## src/shared/indicator_defines.vh

```
// constants for the indicator output chain: offsets, fields, resets, timing
// assumes a 32-bit AXI4-Lite register port and a 200 MHz core clock
`ifndef INDICATOR_DEFINES_VH
`define INDICATOR_DEFINES_VH

// register byte offsets
`define OFF_SELECT      8'h00
`define OFF_POLMIX      8'h04
`define OFF_TIMING      8'h08
`define OFF_STATUS      8'h0c

// reset values
`define RST_SELECT      16'h0000
`define RST_POLMIX      16'h0000
`define RST_TIMING      16'h0000

// selector fields in the select register
`define SEL_TOP_HI      11
`define SEL_TOP_LO      8
`define SEL_MID_HI      7
`define SEL_MID_LO      4
`define SEL_BOT_HI      3
`define SEL_BOT_LO      0

// polarity and mix fields
`define POL_TOP_LO      4
`define POL_MID_LO      2
`define POL_BOT_LO      0
`define MIX_MID_HI      15
`define MIX_MID_LO      12
`define MIX_BOT_HI      11
`define MIX_BOT_LO      8

// timing fields
`define STRETCH_HI      14
`define STRETCH_LO      12
`define BLINK_HI        10
`define BLINK_LO        8

// selector codes
`define SEL_FORCE_OFF   4'h8
`define SEL_FORCE_ON    4'h9
`define SEL_FORCE_HIZ   4'ha
`define SEL_FORCE_BLINK 4'hb
`define DUAL_CODE       2'h3

// time base
`define CLK_NS          5
`define MS_NS           1000000
`define STRETCH_MS_1    12'h015
`define STRETCH_MS_2    12'h02a
`define STRETCH_MS_3    12'h054
`define STRETCH_MS_4    12'h0aa
`define STRETCH_MS_5    12'h154
`define STRETCH_MS_6    12'h29e
`define STRETCH_MS_7    12'h514
`define BLINK_MS_0      12'h02a
`define BLINK_MS_1      12'h054
`define BLINK_MS_2      12'h0aa
`define BLINK_MS_3      12'h154
`define BLINK_MS_4      12'h29e

// axi responses
`define RESP_OKAY       2'h0
`define RESP_SLVERR     2'h2

`endif

```

## src/hw/indicator_chain.v

```verilog
// indicator output chain: selection, stretch, mix, blink, polarity, pins
// assumes status inputs on aclk and an AXI4-Lite master on the same clock
//
// What this block does
// the two lower pins stay released for strap sampling until config ends.
// select bits 11:8, 7:4 and 3:0 steer the top, middle and bottom pins.
// bottom selector bits 3:2 at 11 join the lower pins; middle sel ignored.
// each pin has a 2-bit polarity: low bit active level, high bit hi-z off.
// codes 00, 01, 10, 11 give low/high, high/low, low/z and high/z.
// only transmit, receive and combined activity are stretched.
// the 3-bit stretch code picks none or 21 ms up to 1.3 s.
// the 3-bit blink code picks 42 to 670 ms; codes above 100 are reserved.
// stretching comes before blinking so a blink lasts the stretched pulse.
// blinking follows mixing and polarity is the very last stage.
// selector codes 1000 to 1011 force off, on, hi-z or blinking.
// in dual modes at 10 Mbps each lower pin is on for a mix fraction in 1/8 steps.
// all millisecond timing comes from one free-running prescaler.
//
// Added by the designer: the register offsets and the AXI4-Lite interface to the registers.
`timescale 1ns/1ps
`default_nettype none
`include "indicator_defines.vh"

module indicator_chain #(
  parameter MS_CYCLES = `MS_NS / `CLK_NS
) (
  // clock and reset
  input  wire        aclk,
  input  wire        aresetn,
  // axi4-lite write address and data
  input  wire [7:0]  s_axi_awaddr,
  input  wire        s_axi_awvalid,
  output wire        s_axi_awready,
  input  wire [31:0] s_axi_wdata,
  input  wire [3:0]  s_axi_wstrb,
  input  wire        s_axi_wvalid,
  output wire        s_axi_wready,
  // axi4-lite write response
  output reg  [1:0]  s_axi_bresp,
  output reg         s_axi_bvalid,
  input  wire        s_axi_bready,
  // axi4-lite read
  input  wire [7:0]  s_axi_araddr,
  input  wire        s_axi_arvalid,
  output wire        s_axi_arready,
  output reg  [31:0] s_axi_rdata,
  output reg  [1:0]  s_axi_rresp,
  output reg         s_axi_rvalid,
  input  wire        s_axi_rready,
  // core status
  input  wire        config_done,
  input  wire        link_up,
  input  wire [1:0]  link_speed,
  input  wire        full_duplex,
  input  wire        collision,
  input  wire        tx_activity,
  input  wire        rx_activity,
  input  wire        copper_link,
  input  wire        fiber_link,
  // indicator pins, oe_n low while driving
  output reg  [2:0]  indicator_pins_out,
  output reg  [2:0]  indicator_pins_oe_n
);

  reg  [15:0] indicator_select;
  reg  [15:0] indicator_polarity_mix;
  reg  [15:0] indicator_stretch_blink_timing;

  // ---------------- axi4-lite slave ----------------
  reg         aw_held;
  reg         w_held;
  reg  [7:0]  aw_addr;
  reg  [31:0] w_data;
  reg  [3:0]  w_strb;
  wire        do_write;
  wire        wr_hit;
  reg  [15:0] rd_val;
  reg         rd_hit;

  assign s_axi_awready = !aw_held && !s_axi_bvalid;
  assign s_axi_wready  = !w_held && !s_axi_bvalid;
  assign s_axi_arready = !s_axi_rvalid;
  assign do_write      = aw_held && w_held && !s_axi_bvalid;
  assign wr_hit        = aw_addr == `OFF_SELECT || aw_addr == `OFF_POLMIX ||
                         aw_addr == `OFF_TIMING;

  always @(posedge aclk) begin
    if (!aresetn) begin
      aw_held      <= 1'b0;
      w_held       <= 1'b0;
      aw_addr      <= 8'h00;
      w_data       <= 32'h00000000;
      w_strb       <= 4'h0;
      s_axi_bvalid <= 1'b0;
      s_axi_bresp  <= `RESP_OKAY;
    end else begin
      if (s_axi_awvalid && s_axi_awready) begin
        aw_held <= 1'b1;
        aw_addr <= s_axi_awaddr;
      end
      if (s_axi_wvalid && s_axi_wready) begin
        w_held <= 1'b1;
        w_data <= s_axi_wdata;
        w_strb <= s_axi_wstrb;
      end
      if (do_write) begin
        aw_held      <= 1'b0;
        w_held       <= 1'b0;
        s_axi_bvalid <= 1'b1;
        s_axi_bresp  <= wr_hit ? `RESP_OKAY : `RESP_SLVERR;
      end else if (s_axi_bvalid && s_axi_bready) begin
        s_axi_bvalid <= 1'b0;
      end
    end
  end

  always @(posedge aclk) begin
    if (!aresetn) begin
      indicator_select               <= `RST_SELECT;
      indicator_polarity_mix         <= `RST_POLMIX;
      indicator_stretch_blink_timing <= `RST_TIMING;
    end else if (do_write) begin
      case (aw_addr)
        `OFF_SELECT: begin
          if (w_strb[0]) indicator_select[7:0]  <= w_data[7:0];
          if (w_strb[1]) indicator_select[15:8] <= w_data[15:8];
        end
        `OFF_POLMIX: begin
          if (w_strb[0]) indicator_polarity_mix[7:0]  <= w_data[7:0];
          if (w_strb[1]) indicator_polarity_mix[15:8] <= w_data[15:8];
        end
        `OFF_TIMING: begin
          if (w_strb[0]) indicator_stretch_blink_timing[7:0]  <= w_data[7:0];
          if (w_strb[1]) indicator_stretch_blink_timing[15:8] <= w_data[15:8];
        end
        default: begin
        end
      endcase
    end
  end

  always @* begin
    rd_hit = 1'b1;
    case (s_axi_araddr)
      `OFF_SELECT: rd_val = indicator_select;
      `OFF_POLMIX: rd_val = indicator_polarity_mix;
      `OFF_TIMING: rd_val = indicator_stretch_blink_timing;
      `OFF_STATUS: rd_val = {9'h000, config_done, indicator_pins_oe_n,
                             indicator_pins_out};
      default: begin
        rd_val = 16'h0000;
        rd_hit = 1'b0;
      end
    endcase
  end

  always @(posedge aclk) begin
    if (!aresetn) begin
      s_axi_rvalid <= 1'b0;
      s_axi_rdata  <= 32'h00000000;
      s_axi_rresp  <= `RESP_OKAY;
    end else if (s_axi_arvalid && s_axi_arready) begin
      s_axi_rvalid <= 1'b1;
      s_axi_rdata  <= {16'h0000, rd_val};
      s_axi_rresp  <= rd_hit ? `RESP_OKAY : `RESP_SLVERR;
    end else if (s_axi_rvalid && s_axi_rready) begin
      s_axi_rvalid <= 1'b0;
    end
  end

  // ---------------- common time base ----------------
  reg  [17:0] prescale;
  reg         ms_tick;
  reg  [2:0]  pwm;
  reg  [11:0] blink_cnt;
  reg         blink_phase;
  wire [2:0]  stretch_code = indicator_stretch_blink_timing[`STRETCH_HI:`STRETCH_LO];
  wire [2:0]  blink_code   = indicator_stretch_blink_timing[`BLINK_HI:`BLINK_LO];
  reg  [11:0] blink_ms;
  reg  [11:0] stretch_ms;

  // a table keeps the set durations exact, not rounded to powers of two
  always @* begin
    case (blink_code)
      3'h0:    blink_ms = `BLINK_MS_0;
      3'h1:    blink_ms = `BLINK_MS_1;
      3'h2:    blink_ms = `BLINK_MS_2;
      3'h3:    blink_ms = `BLINK_MS_3;
      default: blink_ms = `BLINK_MS_4;
    endcase
    case (stretch_code)
      3'h1:    stretch_ms = `STRETCH_MS_1;
      3'h2:    stretch_ms = `STRETCH_MS_2;
      3'h3:    stretch_ms = `STRETCH_MS_3;
      3'h4:    stretch_ms = `STRETCH_MS_4;
      3'h5:    stretch_ms = `STRETCH_MS_5;
      3'h6:    stretch_ms = `STRETCH_MS_6;
      3'h7:    stretch_ms = `STRETCH_MS_7;
      default: stretch_ms = 12'h000;
    endcase
  end

  always @(posedge aclk) begin
    if (!aresetn) begin
      prescale    <= 18'h00000;
      ms_tick     <= 1'b0;
      blink_cnt   <= 12'h000;
      blink_phase <= 1'b0;
      pwm         <= 3'h0;
    end else begin
      pwm <= pwm + 3'h1;
      // one shared prescaler keeps all pins in step
      if (prescale == MS_CYCLES[17:0] - 18'h00001) begin
        prescale <= 18'h00000;
        ms_tick  <= 1'b1;
      end else begin
        prescale <= prescale + 18'h00001;
        ms_tick  <= 1'b0;
      end
      if (ms_tick) begin
        if (blink_cnt >= blink_ms - 12'h001) begin
          blink_cnt   <= 12'h000;
          blink_phase <= ~blink_phase;
        end else begin
          blink_cnt <= blink_cnt + 12'h001;
        end
      end
    end
  end

  // ---------------- stretchers: tx, rx, combined ----------------
  wire [2:0]  act_raw = {tx_activity | rx_activity, rx_activity, tx_activity};
  wire [2:0]  act_str;
  genvar s;
  generate
    for (s = 0; s < 3; s = s + 1) begin : g_stretch
      reg [11:0] hold;
      always @(posedge aclk) begin
        if (!aresetn) begin
          hold <= 12'h000;
        end else if (act_raw[s] && stretch_code != 3'h0) begin
          hold <= stretch_ms;
        end else if (ms_tick && hold != 12'h000) begin
          hold <= hold - 12'h001;
        end
      end
      assign act_str[s] = act_raw[s] | (hold != 12'h000);
    end
  endgenerate

  wire tx_s  = act_str[0];
  wire rx_s  = act_str[1];
  wire act_s = act_str[2];
  wire s10   = link_up && link_speed == 2'h0;
  wire s100  = link_up && link_speed == 2'h1;
  wire s1000 = link_up && link_speed == 2'h2;
  wire dual  = indicator_select[3:2] == `DUAL_CODE;

  // ---------------- per-pin chain ----------------
  genvar p;
  generate
    for (p = 0; p < 3; p = p + 1) begin : g_pin
      wire [3:0] sel = indicator_select[4*p+3:4*p];
      wire [1:0] pol = indicator_polarity_mix[2*p+1:2*p];
      wire [3:0] mix;
      reg        on;
      reg        hiz;
      reg        dual_on;
      if (p == 0) begin : g_m0
        assign mix = indicator_polarity_mix[`MIX_BOT_HI:`MIX_BOT_LO];
      end else begin : g_m1
        assign mix = indicator_polarity_mix[`MIX_MID_HI:`MIX_MID_LO];
      end

      always @* begin
        hiz = 1'b0;
        case (sel)
          4'h0: on = (p == 1) ? rx_s : link_up;
          // blink runs for the whole stretched pulse
          4'h1: on = link_up & (act_s ? blink_phase : 1'b1);
          4'h2: begin
            if (p == 2)
              on = full_duplex & (collision ? blink_phase : 1'b1);
            else if (p == 1)
              on = link_up & (rx_s ? blink_phase : 1'b1);
            else
              on = link_up & blink_phase;
          end
          4'h3: on = act_s;
          4'h4: on = act_s & blink_phase;
          4'h5: on = (p == 1) ? (s100 | fiber_link) : tx_s;
          4'h6: on = (p == 2) ? (s10 | s1000) :
                     (p == 1) ? (s100 | s1000) : copper_link;
          4'h7: on = (p == 2) ? s10 : (p == 1) ? s100 : s1000;
          `SEL_FORCE_OFF:   on = 1'b0;
          `SEL_FORCE_ON:    on = 1'b1;
          `SEL_FORCE_HIZ: begin
            on  = 1'b0;
            hiz = 1'b1;
          end
          `SEL_FORCE_BLINK: on = blink_phase;
          default:          on = 1'b0;
        endcase
        // 10 Mbps shows as the mixed third colour on both lower pins
        dual_on = link_up & (((p == 0) ? s1000 : s100) |
                  (s10 & ({1'b0, pwm} < mix)));
        if (indicator_select[0])
          dual_on = dual_on & (act_s ? blink_phase : 1'b1);
      end

      // mixing then polarity, registered straight onto the pin
      wire use_dual = dual && p < 2;
      wire active   = use_dual ? dual_on : on;
      wire off_hiz  = use_dual ? pol[1] & ~dual_on :
                      hiz | (pol[1] & ~on);
      always @(posedge aclk) begin
        if (!aresetn) begin
          indicator_pins_out[p]  <= 1'b0;
          indicator_pins_oe_n[p] <= 1'b1;
        end else if (p < 2 && !config_done) begin
          // pins belong to strap sampling until configuration ends
          indicator_pins_out[p]  <= 1'b0;
          indicator_pins_oe_n[p] <= 1'b1;
        end else begin
          indicator_pins_out[p]  <= active ? pol[0] : ~pol[0];
          indicator_pins_oe_n[p] <= off_hiz & ~(active & ~use_dual & hiz)
                                    | (hiz & ~use_dual);
        end
      end
    end
  endgenerate

endmodule // indicator_chain
`default_nettype wire

```

## config.mk

```make
export PLATFORM = sky130hd
export DESIGN_NAME = indicator_chain
export DESIGN_NICKNAME = d
export VERILOG_FILES = /design/src/hw/indicator_chain.v
export VERILOG_INCLUDE_DIRS = /design/src /design/src/shared
export SDC_FILE = /design/constraint.sdc
export NUM_CORES = 1
export LEC_CHECK = 0
export BUFFER_PORTS_ARGS = -buffer_cell sky130_fd_sc_hd__buf_2
export CAP_MARGIN = 5
export CORE_MARGIN = 5
export CORE_UTILIZATION = 55
export DETAILED_ROUTE_END_ITERATION = 10
export GPL_ROUTABILITY_DRIVEN = 0
export HOLD_SLACK_MARGIN = 0.02
export PLACE_DENSITY_LB_ADDON = 0.1
export SETUP_SLACK_MARGIN = 0.2
export SLEW_MARGIN = 25
export SYNTH_ARGS = -nofsm -noshare
export SYNTH_HDL_FRONTEND = slang
export SYNTH_SLANG_ARGS = --single-unit
```

## constraint.sdc

```tcl
create_clock -name aclk -period 3.1 [get_ports aclk]
set_clock_uncertainty 0.1 [all_clocks]
set_input_delay 0.62 -clock aclk [delete_from_list [all_inputs] [get_ports aclk]]
set_output_delay 0.62 -clock aclk [all_outputs]
set_load 0.02 [all_outputs]
```

After elaboration in Yosys (flattened, before gate mapping):

Index checks and enable logic that the tools add are counted.

* register bits after elaboration: 175
* output and inout bits: 47
* logic and storage cells: 231

* add/sub/neg operators: 7
* order comparisons: 3
* eq/ne operators: 49
* muxes and demuxes: 36
* bitwise operators: 55
* reduce and logical (&&, ||, !) cells: 51

Operators by type and width (count)
* 12-bit two-way mux: 7
* 11-bit case mux with 7 select lines: 1
* 16-bit case mux with 4 select lines: 1
* 4-bit by 3-bit == test with 1-bit output (second input constant): 12
* 12-bit by 1-bit subtractor with 12-bit output (second input constant): 4
* 10-bit case mux with 4 select lines: 1
* 4-bit == test (second input constant): 9
* 12-bit nonzero test: 3
* 1-bit case mux with 10 select lines: 3
* 1-bit bitwise AND: 26
* 4-bit by 2-bit == test with 1-bit output (second input constant): 6
* 8-bit by 4-bit == test with 1-bit output (second input constant): 3
* 1-bit two-way mux: 21
* 18-bit by 1-bit adder with 18-bit output (second input constant): 1
* 18-bit == test (second input constant): 1
* 1-bit logical AND: 18
* 3-bit AND reduction: 6
* 8-bit by 3-bit == test with 1-bit output (second input constant): 2
* 8-bit logical NOT: 2
* 1-bit OR: 15
* 1-bit inverter: 14
* 12-bit by 1-bit adder with 12-bit output (second input constant): 1
* 3-bit by 2-bit == test with 1-bit output (second input constant): 4
* 3-bit == test (second input constant): 4
* 18 further kinds: 36

Logic depth before layout (Yosys ltp):

* depth in word-level cells: 13
* gate-level depth with buffers: 12
* gate-level depth less buffers: 11

Worst setup path after synthesis:

Ideal clock, no wire load.

* kind: input port to flip-flop
* start point: input port s_axi_araddr[1]
* end point: register s_axi_rdata[10]
* arrival time: 2.265 ns
* required time: 2.935 ns
* setup slack: 0.670 ns
* stages on the path: 5
* path buffers: 1
* path through: or4_1 -> nor4_1 -> clkbuf_1 -> a22oi_1 -> nor2_1

* word-level cells in the longest chain between the ends: 2

RTL lines
* from (decl): line indicator_chain.v:43 `input wire [7:0] s_axi_araddr,`
* 8-bit by 4-bit == test with 1-bit output (tied with other cells): line indicator_chain.v:144 `case (s_axi_araddr)`
* 16-bit case mux with 4 select lines (*): line indicator_chain.v:144
* to (signal assigned): line indicator_chain.v:164 `s_axi_rdata <= {16'h0000, rd_val};`
* to (decl): line indicator_chain.v:46 `output reg [31:0] s_axi_rdata,`

Every way passes the cells marked *; elsewhere a longest branch is shown, timed or not.
A chain may end at the register's enable or synchronous reset.

Final worst setup path:

* start point: register g_stretch[0].hold[0]
* end point: register g_stretch[0].hold[2]

* word-level cells in the longest chain between the ends: 3

RTL lines
* from (decl): line indicator_chain.v:237 `reg [11:0] hold;`
* from (signal assigned): line indicator_chain.v:242 `hold <= stretch_ms;`
* from (signal assigned): line indicator_chain.v:244 `hold <= hold - 12'h001;`
* 12-bit by 1-bit subtractor with 12-bit output or 12-bit nonzero test (tied branches): line indicator_chain.v:244, indicator_chain.v:243
* 12-bit two-way mux or 1-bit logical AND (tied branches): line indicator_chain.v:243 `end else if (ms_tick && hold != 12'h000) begin`
* 12-bit two-way mux or 2-bit nonzero test (tied branches)

Parallel ways exist; a longest one is shown, timed or not. The select of a mux whose other input is x is not followed.

==> impl_metrics.tcl <==
set metrics [dict create \
    status "finished clean" \
    io_buffer_count 79 \
    cpMaxStageDelayCell "nor2_1" \
    clk_pin_slew_ns 0.07 \
    hold_buffers 0 \
    sw_frac_of_total_pct 24.7 \
    dieArea_mm2 0.0186 \
    synth.distinct_cells 76 \
    ys_seq_elements 173 \
    synth_compound_area_share_pct 16.1 \
    synth_edf_count 0 \
    setup_ws_ns 0.491 \
    critPathArrivalTime_ns 2.84 \
    min_period_over_period_pct 84.2 \
    multi_input_area_mm2 0.00488 \
    routed-wl-met2_mm 9.72 \
    via_per_inst 5.58 \
    post_dp_cell_area_mm2 0.00929 \
    cts_tree "done" \
    relSlewSlack_pct 58.2 \
    grt_pass1_vias 6926 \
    synthCells 1063 \
    hold_slack_ns 0.270 \
    synth_top_family_by_area "simple AND/OR/NAND/NOR gates" \
    p_int_mw 3.62 \
    setup_viol 0 \
    seq_area_mm2 0.00346 \
    grt_remaining_overflow 0 \
    layout.nets 1216 \
    dp_hpwl_mm 15.2 \
    fin_crit_ns 2.61 \
    required_ns 3.33 \
    rows 46 \
    cts_setup_buffers 0 \
    yosys_warnings 0 \
    drive_gt1_share_pct 14.3 \
    drv_slew 0 \
    n_antenna_cell 0 \
    post-place-ws_ns 0.459 \
    design_area_mm2 0.00990 \
    synthArstFlopShare_pct 0 \
    track_usage_pct 23.5 \
    worstHoldPathType "in -> reg" \
    grt_max_degree 75 \
    drv_cap 0 \
    yosys.area_share.xor_xnor_pct 3.99 \
    ys.flop_type "dfxtp_1" \
    die_w_um 136 \
    worstSetupEndpointType "flip-flop" \
    max_freq_mhz 383 \
    fin_util_pct 62.8 \
    muxShareOfSynthArea_pct 6.81 \
    p_seq_share_pct 48.0 \
    timing.critical_path.slowest_cell_delay_ns 0.57 \
    grt_setup_unrepaired "false" \
    core_area_mm2 0.0158 \
    clock-sinks 173 \
    cp_max_fo 9 \
    clock_latency_ns 0.43 \
    synthAdderAreaFrac_pct 3.85 \
    critPathKind "reg -> reg" \
    stdcell_count 1349 \
    pin_count 116 \
    finalHoldViolCount 0 \
    worst_pin_slew_ns 0.618 \
    seq_area_frac_synth_pct 39.4 \
    met1Wirelength_mm 10.1 \
    p_per_area_mw_per_mm2 486 \
    wl_met3_mm 1.07 \
    setup_tns_ns 0 \
    p_leak_nw 3.96 \
    clock_path_buffers 2 \
    dp_cells 1317 \
    vias 7534 \
    fillers 1439 \
    power.switching_mw 1.19 \
    syn_to_final_growth_pct 12.7 \
    wl_mm 21.3 \
    clkPwrFrac_pct 45.6 \
    antenna_left 0 \
    pwr-share-comb_pct 6.4 \
    numCtsBuffers 17 \
    wl_per_cell_um 15.8 \
    drt-initial-drc-count 625 \
    power.total_mw 4.81 \
    cp_common_cell "nor2_1" \
    antenna_found_initial 0 \
    synth_area_per_cell_um2 8.26 \
    cts.htree.levels 4 \
    drtPass1Iterations 6 \
    top_layer "met4" \
    root_buffer "clkbuf_16" \
    cp_cell_sequence "inv_1 -> ha_1 -> nor4b_1 -> a31oi_1 -> nor2_1 -> nor2_1 -> o221a_2" \
    grt_pass1_wl_mm 35.0 \
    drcViolationCount 0 \
    start_util_pct 55.7 \
    synthSimpleGateAreaFrac_pct 23.8 \
    peakVddDrop_v 0.000385 \
    cp-start-kind "flip-flop" \
    die_y_um 136 \
    netlist_area_mm2 0.00878 \
]
[Yosys cell counts (all sizes together) (23+ instances only)]
cell	n	area share, %
a21oi	80	4.6
buf	28	2.2
clkbuf	48	2.2
dfxtp	173	39
ha	27	3.8
inv	37	1.6
mux2i	44	5.0
nand2	141	6.0
nand3	36	2.1
nor2	136	5.8
nor3	23	1.3
o21ai	36	2.1
xnor2	25	2.5
[what timing repair did]
action	in CTS	in global routing
gates resized for setup	0	1
endpoints found under the hold margin	0	0
endpoints found under the setup margin	0	11
[critical path: cells and delay by family, from the launching register on]
kind	cells	cell delay, ns
and+or+nand+nor	3	1.20
buffers and inverters	1	0.11
DFF	1	0.34
adders and majority gates	1	0.14
AOI/OAI and AO/OA	2	0.61
[power groups by stage]
stage / Clock [mW] / Combinational [mW] / Sequential [mW]
2_1_floorplan: 0 / 0.224 / 2.35
3_3_place_gp: 0 / 0.305 / 2.36
3_5_place_dp: 0 / 0.308 / 2.36
4_1_cts: 2.23 / 0.311 / 2.31
5_1_grt: 2.35 / 0.343 / 2.31
6_report: 2.19 / 0.310 / 2.31
[cells by family after synthesis]
kind of cell             Yosys count
AO/OA/AOI/OAI                    217
XOR/XNOR                          40
adder cells (fa/ha/maj)           27
buffers and inverters            113
flip-flops                       173
multiplexers                      51
other                              2
AND/OR/NAND/NOR                  440
[routing by layer]
| layer | vias up | global-route usage [%] |
|---|---|---|
| met5 | - | 0 |
| met1 | 3492 | 32.8 |
| met3 | 29 | 4.66 |
| met2 | 197 | 36.2 |
| li1 | 3816 | - |
| met4 | 0 | 8.23 |
[flip-flops by register name, summed over array words and instances, names as in the netlist, 3 cells and up]
name	count
aw_addr	8
blink_cnt	12
g_stretch.hold	36
indicator_pins_oe_n	3
indicator_pins_out	3
indicator_polarity_mix	16
indicator_select	16
indicator_stretch_blink_timing	16
prescale	18
pwm	3
s_axi_rdata	16
w_data	16
[final timing paths]
check                       startpoint              endpoint  slack (ns)  cells after the start
setup reg to reg  g_stretch[0].hold[0]  g_stretch[0].hold[2]        0.49                      7
hold / removal            s_axi_rready          s_axi_rvalid        0.27                      2
setup / recovery  g_stretch[0].hold[0]  g_stretch[0].hold[2]        0.49                      7
hold reg to reg                 pwm[0]                pwm[0]        0.36                      1
[final cells by class]
class                      count  share of cell area [%]
timing repair buffer          96                    5.41
clock buffer                  20                    4.61
sequential                   173                    35.0
inverter                      37                    1.42
clock inverter                12                    1.50
tap                          216                    2.73
multi-input combinational    795                    49.3
[cell usage in the layout (no fill, tap or decap), types with 5 or more instances in the layout]
master	netlist	final
nand3b_1	5	5
a21oi_1	80	80
nor2b_1	8	8
nand3_1	36	36
a31oi_1	17	17
nor3b_1	5	5
a211o_1	6	6
a211oi_1	10	10
and3_1	5	5
o21ai_0	36	36
buf_4	18	16
conb_1	2	20
or4_1	7	7
xor2_1	15	15
mux2i_1	44	44
xnor2_1	25	25
clkbuf_16	0	17
nand2b_1	8	8
clkinvlp_4	0	5
a22oi_1	16	16
mux4_2	7	7
a21o_1	6	6
nor3_1	23	23
ha_1	27	27
nor4_1	11	10
o221a_2	6	6
buf_2	1	79
nor2_1	136	136
and2_1	10	10
dfxtp_1	173	173
or3_1	8	8
nand4_1	11	11
inv_1	37	36
nand2_1	141	141
No activity file was read; power rests on OpenSTA's default activity.
